==> config.mk <==
export PLATFORM = sky130hd
export DESIGN_NAME = ccd_timing_ctrl
export DESIGN_NICKNAME = d
export VERILOG_FILES = /design/src/rtl/ccd_timing_pkg.sv /design/src/rtl/ccd_pixel_div.sv /design/src/rtl/ccd_timing_ctrl.sv
export SDC_FILE = /design/constraint.sdc
export NUM_CORES = 1
export LEC_CHECK = 0
export BUFFER_PORTS_ARGS = -buffer_cell sky130_fd_sc_hd__buf_2
export CAP_MARGIN = 5
export CORE_AREA = 3 3 115 117
export DETAILED_ROUTE_END_ITERATION = 16
export DIE_AREA = 0 0 118 120
export GPL_TIMING_DRIVEN = 0
export SYNTH_ARGS = -nofsm -noshare
export SYNTH_HDL_FRONTEND = slang
export SYNTH_SLANG_ARGS = --single-unit
==> constraint.sdc <==
create_clock -name clk -period 3.7 [get_ports clk]
set_input_delay 0.185 -clock clk [delete_from_list [all_inputs] [get_ports clk]]
set_output_delay 0.185 -clock clk [all_outputs]
set_load 0.05 [all_outputs]
==> src/rtl/ccd_timing_pkg.sv <==
// Constants for the CCD timing controller
`default_nettype none
package ccd_timing_pkg;
  localparam int CLK_HZ = 50000000;
  localparam int VCLK_PERIOD_NS = 2000;
  localparam int CLK_PERIOD_NS = 1000000000 / CLK_HZ;
  localparam int VCLK_CYC = (VCLK_PERIOD_NS + CLK_PERIOD_NS - 1) / CLK_PERIOD_NS;
  localparam int VHALF_CYC = (VCLK_CYC + 1) / 2;
  localparam int XFER_WIDTH_NS = 4000;
  localparam int XFER_CYC = (XFER_WIDTH_NS + CLK_PERIOD_NS - 1) / CLK_PERIOD_NS;
  localparam int SHUT_WIDTH_NS = 4000;
  localparam int SHUT_CYC = (SHUT_WIDTH_NS + CLK_PERIOD_NS - 1) / CLK_PERIOD_NS;
  localparam int HDIV = 2;
  localparam int LINE_PIX = 2128;
  localparam int FRAME_LINES = 2112;
  localparam int CNT_W = 16;
  localparam logic [CNT_W-1:0] CNT_RESET = 16'h0000;
  localparam logic [1:0] GAIN_HIGH = 2'h0;
  localparam logic [1:0] GAIN_LOW = 2'h1;
  localparam logic [1:0] GAIN_EXT = 2'h2;
  // One extra cycle per half-pixel: line time grows by half, frame rate drops by a third
  localparam int EXT_GAP_CYC = 1;
endpackage
`default_nettype wire

==> src/rtl/ccd_pixel_div.sv <==
// Horizontal pixel-rate enable divider
`default_nettype none
module ccd_pixel_div
  import ccd_timing_pkg::*;
(
  // Clock and reset
  input  wire logic clk,
  input  wire logic resetn,
  // Control
  input  wire logic run,
  input  wire logic stretch,
  // Pixel-phase enable pulse
  output logic      tick
);
  import ccd_timing_pkg::*;

  typedef struct packed {
    logic [3:0] cnt;
    logic       tick;
  } div_t;

  div_t state_reg;
  div_t state_next;

  always_comb
  begin
    state_next = state_reg;
    state_next.tick = 1'b0;
    if (!run)
    begin
      state_next.cnt = 4'h0;
    end
    else if (state_reg.cnt >= 4'(stretch ? HDIV + EXT_GAP_CYC - 1 : HDIV - 1))
    begin
      state_next.cnt = 4'h0;
      state_next.tick = 1'b1;
    end
    else
    begin
      state_next.cnt = state_reg.cnt + 4'h1;
    end
  end

  always_ff @(posedge clk or negedge resetn)
  begin
    if (!resetn)
    begin
      state_reg <= '0;
    end
    else
    begin
      state_reg <= state_next;
    end
  end

  assign tick = state_reg.tick;
endmodule
`default_nettype wire

==> src/rtl/ccd_timing_ctrl.sv <==
// Timing generator driving an interline CCD and its analog front ends
`default_nettype none
module ccd_timing_ctrl
  import ccd_timing_pkg::*;
(
  // Clock and reset
  input  wire logic       clk,
  input  wire logic       resetn,
  // Mode and commands (same clock domain)
  input  wire logic       start_frame,
  input  wire logic       quarter_res,
  input  wire logic [1:0] gain_mode,
  input  wire logic       constant_hrate,
  input  wire logic       shutter_req,
  input  wire logic       shutter_in_frame,
  // Sensor pins
  output logic            top_transfer_phase,
  output logic            bottom_transfer_phase,
  output logic            vclk,
  output logic            hclk1,
  output logic            hclk2,
  output logic            high_gain_reset_a,
  output logic            high_gain_reset_b,
  output logic            high_gain_reset_c,
  output logic            low_gain_reset_upper,
  output logic            low_gain_reset_lower,
  output logic            shutter_pulse,
  // Front end strobes
  output logic            reference_sample_strobe,
  output logic            video_sample_strobe,
  output logic            low_gain_reference_strobe,
  output logic            low_gain_video_strobe,
  output logic            high_gain_reference_strobe,
  output logic            high_gain_video_strobe,
  // Status
  output logic            busy
);
  import ccd_timing_pkg::*;

  typedef enum logic [2:0] {
    ST_IDLE,
    ST_XFER,
    ST_VSHIFT,
    ST_HREAD,
    ST_SHUT,
    ST_SHUT_WAIT
  } phase_t;

  typedef struct packed {
    phase_t           phase;
    logic [CNT_W-1:0] tcnt;
    logic [CNT_W-1:0] pix;
    logic [CNT_W-1:0] line;
    logic [1:0]       vsum;
    logic             hph;
    logic             sum_ph;
    logic             shut_pend;
    logic             in_frame;
    logic             xfer;
    logic             vclk;
    logic             h1, h2;
    logic             rhg, rlg;
    logic             shut, busy;
    logic             ref_stb, vid_stb;
    logic             ref_lg, vid_lg;
    logic             ref_hg, vid_hg;
  } ctrl_t;

  ctrl_t state_reg;
  ctrl_t state_next;
  logic  htick;
  logic  hrun;
  logic  ext_range;
  logic  summed;

  assign ext_range = (gain_mode == GAIN_EXT);
  assign summed = quarter_res | ext_range;
  assign hrun = (state_reg.phase == ST_HREAD);

  // Pixel rate from the master clock; stretched clocking in extended range when constant_hrate is set
  ccd_pixel_div u_div (
    .clk     (clk),
    .resetn  (resetn),
    .run     (hrun),
    .stretch (ext_range & constant_hrate),
    .tick    (htick)
  );

  always_comb
  begin
    state_next = state_reg;
    state_next.ref_stb = 1'b0;
    state_next.vid_stb = 1'b0;
    state_next.ref_lg = 1'b0;
    state_next.vid_lg = 1'b0;
    state_next.ref_hg = 1'b0;
    state_next.vid_hg = 1'b0;
    state_next.rhg = 1'b0;
    state_next.rlg = 1'b0;
    if (shutter_req)
    begin
      state_next.shut_pend = 1'b1;
      state_next.in_frame = shutter_in_frame;
    end
    case (state_reg.phase)
      ST_IDLE:
      begin
        state_next.h1 = 1'b0;
        state_next.h2 = 1'b1;
        if (start_frame)
        begin
          state_next.phase = ST_XFER;
          state_next.tcnt = CNT_RESET;
          state_next.xfer = 1'b1;
          state_next.line = CNT_RESET;
        end
      end
      ST_XFER:
      begin
        state_next.tcnt = state_reg.tcnt + 16'h0001;
        if (state_reg.tcnt == 16'(XFER_CYC - 1))
        begin
          state_next.xfer = 1'b0;
          state_next.phase = ST_VSHIFT;
          state_next.tcnt = CNT_RESET;
          state_next.vsum = 2'h0;
        end
      end
      ST_VSHIFT:
      begin
        state_next.tcnt = state_reg.tcnt + 16'h0001;
        if (state_reg.tcnt == 16'(VHALF_CYC - 1))
        begin
          state_next.vclk = 1'b1;
        end
        if (state_reg.tcnt == 16'(VCLK_CYC - 1))
        begin
          state_next.vclk = 1'b0;
          state_next.tcnt = CNT_RESET;
          state_next.line = state_reg.line + 16'h0001;
          state_next.vsum = state_reg.vsum + 2'h1;
          if (state_reg.shut_pend && state_reg.in_frame)
          begin
            state_next.phase = ST_SHUT_WAIT;
          end
          else if (!ext_range || state_reg.vsum == 2'h1)
          begin
            state_next.phase = ST_HREAD;
            state_next.pix = CNT_RESET;
            state_next.sum_ph = 1'b0;
          end
        end
      end
      ST_HREAD:
      begin
        if (htick)
        begin
          state_next.hph = ~state_reg.hph;
          state_next.h1 = ~state_reg.hph;
          state_next.h2 = state_reg.hph;
          if (state_reg.hph)
          begin
            state_next.pix = state_reg.pix + 16'h0001;
            state_next.sum_ph = ~state_reg.sum_ph;
            if (!summed || state_reg.sum_ph)
            begin
              state_next.rhg = (gain_mode != GAIN_LOW);
              state_next.rlg = (gain_mode != GAIN_HIGH);
            end
          end
          else
          begin
            state_next.ref_stb = !ext_range && (!summed || state_reg.sum_ph);
            state_next.vid_stb = !ext_range && (!summed || !state_reg.sum_ph);
            state_next.ref_lg = ext_range && state_reg.sum_ph;
            state_next.ref_hg = ext_range && state_reg.sum_ph;
            state_next.vid_lg = ext_range && !state_reg.sum_ph;
            state_next.vid_hg = ext_range && !state_reg.sum_ph;
          end
          if (state_reg.hph && state_reg.pix == 16'(LINE_PIX - 1))
          begin
            state_next.tcnt = CNT_RESET;
            state_next.hph = 1'b0;
            state_next.h1 = 1'b0;
            state_next.h2 = 1'b1;
            if (state_reg.shut_pend && !state_reg.in_frame)
            begin
              state_next.phase = ST_SHUT;
              state_next.shut = 1'b1;
            end
            else if (state_reg.line >= 16'(FRAME_LINES))
            begin
              state_next.phase = ST_IDLE;
            end
            else
            begin
              state_next.phase = ST_VSHIFT;
              state_next.vsum = 2'h0;
            end
          end
        end
      end
      ST_SHUT:
      begin
        state_next.tcnt = state_reg.tcnt + 16'h0001;
        if (state_reg.tcnt == 16'(SHUT_CYC - 1))
        begin
          state_next.shut = 1'b0;
          state_next.shut_pend = shutter_req;
          state_next.phase = ST_SHUT_WAIT;
          state_next.tcnt = CNT_RESET;
        end
      end
      ST_SHUT_WAIT:
      begin
        state_next.tcnt = state_reg.tcnt + 16'h0001;
        if (state_reg.tcnt == 16'(VHALF_CYC - 1))
        begin
          if (state_reg.shut)
          begin
            state_next.shut = 1'b0;
            state_next.shut_pend = shutter_req;
          end
          else if (state_reg.shut_pend)
          begin
            state_next.shut = 1'b1;
          end
          state_next.tcnt = CNT_RESET;
          if (!state_reg.shut && !state_reg.shut_pend)
          begin
            state_next.phase = (state_reg.line >= 16'(FRAME_LINES)) ? ST_IDLE : ST_VSHIFT;
            state_next.vsum = 2'h0;
          end
        end
      end
      default:
      begin
        state_next.phase = ST_IDLE;
      end
    endcase
    state_next.busy = (state_next.phase != ST_IDLE);
  end

  always_ff @(posedge clk or negedge resetn)
  begin
    if (!resetn)
    begin
      state_reg <= '0;
    end
    else
    begin
      state_reg <= state_next;
    end
  end

  chk_shut_hempty: assert property (@(posedge clk) disable iff (!resetn)
    state_reg.shut |-> !hrun)
    else $error("shutter asserted while horizontal readout active");

  chk_vclk_after_shut: assert property (@(posedge clk) disable iff (!resetn)
    $fell(state_reg.shut) |-> !state_reg.vclk [*8])
    else $error("vertical clock too soon after shutter");

  chk_xfer_width: assert property (@(posedge clk) disable iff (!resetn)
    $rose(state_reg.xfer) |-> state_reg.xfer [*8])
    else $error("transfer pulse too short");

  chk_xfer_end: assert property (@(posedge clk) disable iff (!resetn)
    $fell(state_reg.xfer) |-> state_reg.phase == ST_VSHIFT)
    else $error("transfer end not followed by vertical shift");

  chk_lowgain_rhg: assert property (@(posedge clk) disable iff (!resetn)
    (gain_mode == GAIN_LOW) && $stable(gain_mode) |=> !state_reg.rhg)
    else $error("high gain reset pulsed in low gain");

  chk_highgain_rlg: assert property (@(posedge clk) disable iff (!resetn)
    (gain_mode == GAIN_HIGH) && $stable(gain_mode) |=> !state_reg.rlg)
    else $error("low gain reset pulsed in high gain");

  chk_shut_vclk: assert property (@(posedge clk) disable iff (!resetn)
    $changed(state_reg.shut) |-> !$changed(state_reg.vclk))
    else $error("shutter edge coincides with vertical edge");

  chk_ext_strobes: assert property (@(posedge clk) disable iff (!resetn)
    state_reg.ref_lg |-> state_reg.ref_hg && !state_reg.ref_stb)
    else $error("extended range strobe pair mismatch");

  chk_strobe_rate: assert property (@(posedge clk) disable iff (!resetn)
    state_reg.ref_stb && summed |-> !state_reg.vid_stb)
    else $error("summed strobes overlap");

  assign top_transfer_phase = state_reg.xfer;
  assign bottom_transfer_phase = state_reg.xfer;
  assign vclk = state_reg.vclk;
  assign hclk1 = state_reg.h1;
  assign hclk2 = state_reg.h2;
  assign high_gain_reset_a = state_reg.rhg;
  assign high_gain_reset_b = state_reg.rhg;
  assign high_gain_reset_c = state_reg.rhg;
  assign low_gain_reset_upper = state_reg.rlg;
  assign low_gain_reset_lower = state_reg.rlg;
  assign shutter_pulse = state_reg.shut;
  assign reference_sample_strobe = state_reg.ref_stb;
  assign video_sample_strobe = state_reg.vid_stb;
  assign low_gain_reference_strobe = state_reg.ref_lg;
  assign low_gain_video_strobe = state_reg.vid_lg;
  assign high_gain_reference_strobe = state_reg.ref_hg;
  assign high_gain_video_strobe = state_reg.vid_hg;
  assign busy = state_reg.busy;
endmodule
`default_nettype wire

==> results.txt, run 1 <==
- The number of pins with negative max-slew slack in the final report was 0.
- For this run, design rule violations remaining after detail routing come to 0.
- Arrival time at the worst endpoint: 2.90 ns
- Synthesis produced a netlist with a net count of 495.
- Diodes inserted: 0
* Flip-flop count of the largest register after layout: 57
- The synthesized netlist occupies a cell area of 4300 sq um.
- The count of nets left with antenna violations once routing finished came out at 0.
- Number of buffer cells added on primary ports: 26
- Compared with the post-synthesis result, the final layout area differs by 16.2%.
- The die covers 14,200 sq um.
* Sum of negative setup slack: 0 ns
- Post-layout nets: 534
- CP bufs+invs: 1
* Via count of the first global-routing pass: 3,627
- Die X-Extent: 118 microns
- Placer congestion estimate: 0.888
- Post-synth ARST share: 100%
- Clk sink count: 74
- Boundary Pins: 27
- Timing analysis after detailed placement gives a worst setup slack of 1.09 ns.
* Setup slack of the critical path after layout: 1.03 ns
- Run status: finished clean
- Internal power comes to 0.00137 W.
* Leftover overflow at the end of global routing: 0
- Largest net degree at the start of global routing: 47
- After clock tree synthesis, the clock-pin slew on the worst setup and hold paths is 0.07 ns.
- Critical path origin: state_reg[52]
- Summed over all nets, the half-perimeter wirelength after detailed placement is 7340 microns.
- In this run the cell area measured after placement is 4670 sq um.
* Path class of the lowest-slack min-delay path: input port to flop
- The layout has 1,237 filler cells.
- Largest delay share family, worst path: simple AND/OR/NAND/NOR gates
- By startpoint and endpoint, the worst setup path is classified as flop to flop.
- At the worst endpoint, the required time is 3.93 ns.
- Num rows: 41
- Main flop type after synthesis: sky130_fd_sc_hd__dfrtp_1
- Via Count: 3,697
- Yosys mapped a number of flops with a built-in enable equal to 0.
* Post-Route Skew: 0.0119 ns
- Clock insertion delay at the later pin of the skew report: 0.35 ns
* Most common cell after layout, fill and taps aside: sky130_fd_sc_hd__dfrtp_1
- The worst setup path is captured at a flop.
- During synthesis, Yosys emitted a total of 0 warnings.
* Maximum net fanout on the critical path: 10
- The first global-routing pass estimated 18,000 microns of wire.
- The core region is 12,500 sq um.
- Power density over cell area: 354 nW/um^2
* Library cell contributing the largest single delay on the critical path: sky130_fd_sc_hd__nor2_2
- The top cell types in the final layout, fill and taps aside, are sky130_fd_sc_hd__dfrtp_1 (74), sky130_fd_sc_hd__nor2_1 (54), sky130_fd_sc_hd__nand2_1 (46), sky130_fd_sc_hd__o21ai_0 (46), sky130_fd_sc_hd__buf_2 (33).
- Pin slew with the least headroom to its limit: 0.855 ns
* Post-CTS Setup Bufs: 0
- Post-CTS resize count: 0
- The first TritonRoute pass finished after 5 iterations.
* Slew margin rel.: 41.5%
- Global-route usage over all layers: 15.6%
- Root Buffer Master: sky130_fd_sc_hd__clkbuf_16
- The number of hold buffers added after CTS was 1.
- In this run the vertical extent of the chip is 120 microns.
* Setup-failing EPs final: 0
- Min cycle time layout: 2.67 ns
- A synthesized cell averages 9.09 sq um.
* Period Utilization, post-route: 72.2%
* Average wire per standard cell: 15.0 microns
- Initial antenna violation count: 0
- In the routed layout, each cell is associated on average with a via count of 5.37.
- The multi-input combinational cells in the finished layout cover a total of 2230 sq um.
* Power consumption: 0.00177 W
- Switching Fraction: 22.6%
- Portion of the post-synthesis area used by sequential elements: 43.1%
* Launching element type of the critical path: flop
- Cells with a size suffix above 1 make up 18.0% of the layout.
- The signal on the critical path passes through ha_1 > nor2b_1 > nand4b_2 > nor2_2 > o21ai_1 > buf_2 > o21ai_0 > o41ai_1.
- Final Routed Wirelength: 10,400 microns
- After routing the design area is 4990 sq um.
- The detailed router finished its first iteration with 185 violations.
- Register share of total power: 45.8%
- Initial core utilization: 34.5%
* TritonCTS clock tree: done
- H-Tree Depth: 3
* Critical path's largest stage delay: 0.47 ns
* Unrepaired setup endpoints after global routing: no
* Hold Crit Start: gain_mode[0]
* Count of unique library cells instantiated by Yosys: 67
- In this run the critical register-to-register path is launched from state_reg[52].
- Hold Vio Cnt, Final: 0
* Switch Pwr: 0.000401 W
* Static leakage: 2.10 nW
- Worst-case clock buffer depth: 2
- Total area of sequential cells: 1850 sq um
- VDD sags by at most 0.225 mV.
- Number of max-cap violations: 0
- Total of flip-flops plus latches after synthesis: 74
- In this run, the clock network consumes 52.1% of the power.
- Power share of the combinational group: 2.1%
- Buffers inserted during clock tree synthesis total 9.
* Highest clock frequency the design can meet: 374 MHz
* Cells after synthesis: 473
worst paths after layout:
kind                                       to  slack [ns]  depth (start not counted)
min                         high_gain_reset_a        0.07                          2
max                             state_reg[50]        1.03                          8
max in group asynchronous       state_reg[35]        2.82                          3
min in group asynchronous       state_reg[40]        0.31                          2
min reg2reg                u_div.state_reg[1]        0.46                          1
max reg2reg                     state_reg[50]        1.03                          8
cell type report:
cell class | instances | area share, %
buffer | 26 | 3.23
clock buffer | 10 | 4.78
clock inverter | 6 | 1.45
inverter | 15 | 1.13
multi-input combinational | 358 | 44.6
sequential | 74 | 37.1
tap | 172 | 4.31
timing repair buffer | 28 | 3.41
cells in the mapped netlist (7+ instances only):
master,instances,area [sq um]
sky130_fd_sc_hd__nor4_1,9,56.3
sky130_fd_sc_hd__a31o_2,9,78.8
sky130_fd_sc_hd__a22o_1,12,105
sky130_fd_sc_hd__a21oi_1,16,80.1
sky130_fd_sc_hd__and3_1,11,68.8
sky130_fd_sc_hd__nand3_1,22,110
sky130_fd_sc_hd__nor3_1,7,35.0
sky130_fd_sc_hd__o21ai_0,46,230
sky130_fd_sc_hd__dfrtp_1,74,1850
sky130_fd_sc_hd__nor2_1,54,203
sky130_fd_sc_hd__buf_4,8,60.1
sky130_fd_sc_hd__nand2_1,46,173
sky130_fd_sc_hd__ha_1,13,163
sky130_fd_sc_hd__buf_2,8,40.0
sky130_fd_sc_hd__nand4_1,12,75.1
sky130_fd_sc_hd__o31ai_1,7,52.6
sky130_fd_sc_hd__inv_1,15,56.3
cells by family (layout without fill, tap and decap cells):
kind of cell | Yosys count | after routing | synth area share [%]
fa+ha+maj | 13 | 13 | 3.78
other cells | 1 | 1 | 0.0873
flops | 74 | 74 | 43.1
simple gates | 208 | 208 | 26.1
xor+xnor | 11 | 11 | 2.24
mux | 1 | 1 | 0.233
buf+inv | 41 | 85 | 5.07
compound gates | 124 | 124 | 19.4
per-stage QoR:
step | hold WS [ns] | utilization, % | cells
after detailed placement | 0.151 | 37.5 | 672
after global routing | 0.0623 | 40.1 | 689
after global placement | 0.418 | 37.2 | 671
after CTS | 0.0589 | 40.1 | 689
final | 0.0675 | 40.1 | 689
after floorplan | -0.111 | - | 473
power by group through the flow:
stage	clock network [W]	registers [W]	logic (W)
after floorplan	0	0.000826	0.00000745
after global placement	0	0.000826	0.0000323
after detailed placement	0	0.000827	0.0000375
after CTS	0.000944	0.000811	0.0000384
after global routing	0.000980	0.000811	0.0000432
final	0.000922	0.000811	0.0000364
metal layers:
layer / part of all wire (%) / track usage, % / wire length, microns
met4: 1.9 / 5.64 / 197
met5: 0 / 0 / 0
met3: 4.8 / 4.71 / 496
met1: 46 / 20.3 / 4780
met2: 47 / 24.8 / 4890
worst reg2reg max path: cells and delay by family, from the launching register on:
| family | cells | cell delay [ns] |
|---|---|---|
| compound gates | 3 | 0.62 |
| fa+ha+maj | 1 | 0.24 |
| buf+inv | 1 | 0.27 |
| flops | 1 | 0.42 |
| simple gates | 3 | 1.00 |
No activity file was read; power rests on OpenSTA's default activity.
==> run 2: changes to the inputs <==
Clock period 3.7 ns to 2.3 ns, I/O delays scaled along.
==> run 2 against run 1 <==
  * Routed wire length increased by 1.7%
  * Cell area up 2.6%
  * Power grew 61%
  * Largest cell class unchanged
  * First-iteration DRC count rose by 23%
  * Highest routed layer unchanged
  * Critical path depth unchanged
  * Flip-flop and latch count stayed put
==> results.txt, run 2 (synthesis results as in run 1) <==
- The startpoint identified for the worst register-to-register timing path is state_reg[52].
- Flip-flop count of the largest register after layout: 57 (unchanged)
* Reg-to-reg setup timing slack: 0.02 ns (-1.01 ns)
- Placement Setup Slack: -0.314 ns (-1.40 ns)
* Clk sink count: 74 (unchanged)
- Area growth from synthesis to layout: 19.2%
* Final std cells w/o fill: 693 (+0.58%)
- Number of max-cap violations: 0 (unchanged)
- The worst hold path depth was 2 (unchanged).
* Power density over cell area: 558 nW/um^2 (+57%)
- Switching Fraction: 22.8% (+0.13 points)
* Die height: 120 microns (unchanged)
* Post-Route Skew: 0.0120 ns (+0.000109 ns)
- Clock share of power: 52.1% (about the same)
- The global router's overall resource usage came to 15.9% (+0.21 points).
* Switch Pwr: 0.000650 W (+62%)
- The worst setup path is captured at a flop.
- TritonCTS built the clock tree.
- The library cell used most frequently in the layout, excluding fill and tap cells, is sky130_fd_sc_hd__dfrtp_1.
* Cells along the critical path: ha_1 > nor2b_2 > nand4b_4 > a211oi_2 > o21ai_2 > buf_6 > a31o_2 > a22o_1
- The aggregate negative setup slack is 0 ns (unchanged).
- The count of antenna-violating nets left after detailed routing came to 0 (unchanged).
- Critical path's largest stage delay: 0.43 ns (-0.04 ns)
- Highest clock frequency the design can meet: 439 MHz (+17%)
- The number of cells on the worst reg-to-reg path came to 8 (unchanged).
- Slew margin rel.: 41.0% (-0.48 points)
- The HPWL after detailed placement is 7340 microns (unchanged).
- Required @ worst endpoint: 2.53 ns (-1.40 ns)
- The maximum clock path buffer count was 2 (unchanged).
* Internal: 0.00221 W (+61%)
- The detail-routed net length per standard cell came to 15.2 microns (+1.2%).
- Min cycle time layout: 2.28 ns (-0.391 ns)
* Diodes inserted: 0 (unchanged)
- Period Utilization, post-route: 99.1% (+27 points)
- Post-route DRC violation count: 0 (unchanged)
* Post-layout nets: 538 (+0.75%)
- Num rows: 41 (unchanged)
- Boundary Pins: 27 (unchanged)
- On the critical path, the stage with the largest delay is an instance of sky130_fd_sc_hd__dfrtp_1.
* Initial antenna violation count: 0 (unchanged)
* Clock insertion delay at the later pin of the skew report: 0.35 ns (about the same)
- Maximum net fanout on the critical path: 10 (unchanged)
- Unrepaired setup endpoints after global routing: yes
- Initial core utilization: 34.5% (unchanged)
- The TritonCTS buffer count came to 9 (unchanged).
- The last weighted congestion value of the routability-driven placer came to 0.888 (unchanged).
- The tree is rooted in a sky130_fd_sc_hd__clkbuf_16.
- Destination of the worst register-to-register timing path: state_reg[62]
* Final Routed Wirelength: 10,500 microns (+1.7%)
- The combinational power share is 2.2% (about the same).
- The initial detailed-routing violation count is 227 (+23%).
* Clock-pin slew reported for the worst setup and hold paths after clock tree synthesis: 0.06 ns (about the same)
* Commonest cells after routing, fill and taps aside: sky130_fd_sc_hd__dfrtp_1 (69), sky130_fd_sc_hd__nor2_1 (53), sky130_fd_sc_hd__nand2_1 (46), sky130_fd_sc_hd__o21ai_0 (44), sky130_fd_sc_hd__buf_2 (32)
- The final count of hold timing violations came to 0 (unchanged).
- Arrival time at the worst endpoint: 2.51 ns (-0.39 ns)
- The setup path with the least slack is of type flop to flop.
- The fraction of layout cells with a size suffix above 1 came to 21.3% (+3.3 points).
- Maximum VDD drop: 0.362 mV (+61%)
- The total grt overflow came to 0 (unchanged).
- Number of buffer cells added on primary ports: 26 (unchanged)
- The number of levels in the clock H-tree was 3 (unchanged).
* Static leakage: 2.13 nW (+1.4%)
- The final hold slack was 0.00555 ns (-0.0619 ns).
- The run finished with clean final reports.
* Launching element type of the critical path: flop
- The worst hold path belongs to the class input port to flop.
- The maximum number of pins on one net before global-route repair was 47 (unchanged).
- The worst hold path begins at shutter_req.
* Global-route wire length before repair: 18,300 microns (+1.5%)
- Via count of the first global-routing pass: 3,668 (+1.1%)
- The worst-margin pin slew came to 0.862 ns (+0.00702 ns).
- The die area is 14,200 sq um (unchanged).
- The number of pins with negative max-slew slack in the final report was 0 (unchanged).
- Core outline area: 12,500 sq um (unchanged)
- The worst path setup slack after routing is 0.0205 ns (-1.01 ns).
- Among cell families on the critical path, the largest total delay comes from compound AO/OA/AOI/OAI gates.
- Detailed-routing iteration count for the pre-antenna-repair pass: 4 (-1)
- CP bufs+invs: 1 (unchanged)
- The power share of the sequential group is 45.7% (about the same).
- Vias/cell: 5.32 (-0.77%)
* Die X-Extent: 118 microns (unchanged)
- Setup-failing EPs final: 0 (unchanged)
- The total via count after detailed routing was 3,690 (-0.19%).
- The instance count after placement with tap cells included was 672 (unchanged).
* Min-Delay Endpoint: state_reg[14]
run 2: repair_timing:
item | in CTS | in global routing
gates cloned | 0 | 0
hold buffers | 4 | 0
pin swaps | 1 | 1
endpoints found under the setup margin | 31 | 44
setup buffers | 1 | 0
endpoints found under the hold margin | 31 | 0
gates resized for setup | 6 | 22
run 2: final cells by class:
cell class	instances	area [sq um]
Multi-Input combinational cell	358	2310
Fill cell	1232	7340
Clock buffer	10	239
Timing Repair Buffer	32	208
Tap cell	172	215
Buffer	26	166
Inverter	15	56.3
Clock inverter	6	72.6
Sequential cell	74	1860
run 2: how the worst max path moves through the flow:
| stage | cells past startpoint | startpoint | slack [ns] | end |
|---|---|---|---|---|
| final | 8 | state_reg[52] | 0.02 | state_reg[62] |
| after global routing | 8 | state_reg[52] | -0.13 | state_reg[60] |
| after CTS | 7 | state_reg[70] | 0.002 | high_gain_reset_a |
| after detailed placement | 8 | state_reg[52] | -0.31 | state_reg[50] |
| after global placement | 8 | state_reg[52] | -0.28 | state_reg[47] |
| after floorplan | 8 | state_reg[52] | 0.25 | state_reg[59] |
run 2: metrics by stage:
step	area [sq um]	power [W]	utilization, %
after global routing	5120	0.00296	41.1
final	5120	0.00286	41.1
after global placement	4640	0.00138	37.2
after floorplan	4300	0.00134	-
after CTS	5060	0.00289	40.6
after detailed placement	4670	0.00139	37.5
run 2: power by group through the flow:
stage | Clock, W | Combinational (W) | Sequential (W)
after floorplan | 0 | 0.0000120 | 0.00133
after global placement | 0 | 0.0000519 | 0.00133
after detailed placement | 0 | 0.0000603 | 0.00133
after CTS | 0.00152 | 0.0000658 | 0.00131
after global routing | 0.00158 | 0.0000737 | 0.00130
final | 0.00149 | 0.0000627 | 0.00131
run 2: worst register-to-register path: stages (launching register included):
cell and delay (ns):
sky130_fd_sc_hd__dfrtp_1 0.43, sky130_fd_sc_hd__ha_1 0.23, sky130_fd_sc_hd__nor2b_2 0.24, sky130_fd_sc_hd__nand4b_4 0.22
sky130_fd_sc_hd__a211oi_2 0.32, sky130_fd_sc_hd__o21ai_2 0.12, sky130_fd_sc_hd__buf_6 0.16, sky130_fd_sc_hd__a31o_2 0.23
sky130_fd_sc_hd__a22o_1 0.22
run 2: routing by layer:
layer	up-vias	global-route usage, %	wire, microns
met5	-	0	0
met4	0	5.64	177
met3	15	4.67	461
met2	64	25.2	5040
met1	1812	20.7	4870
li1	1799	-	-
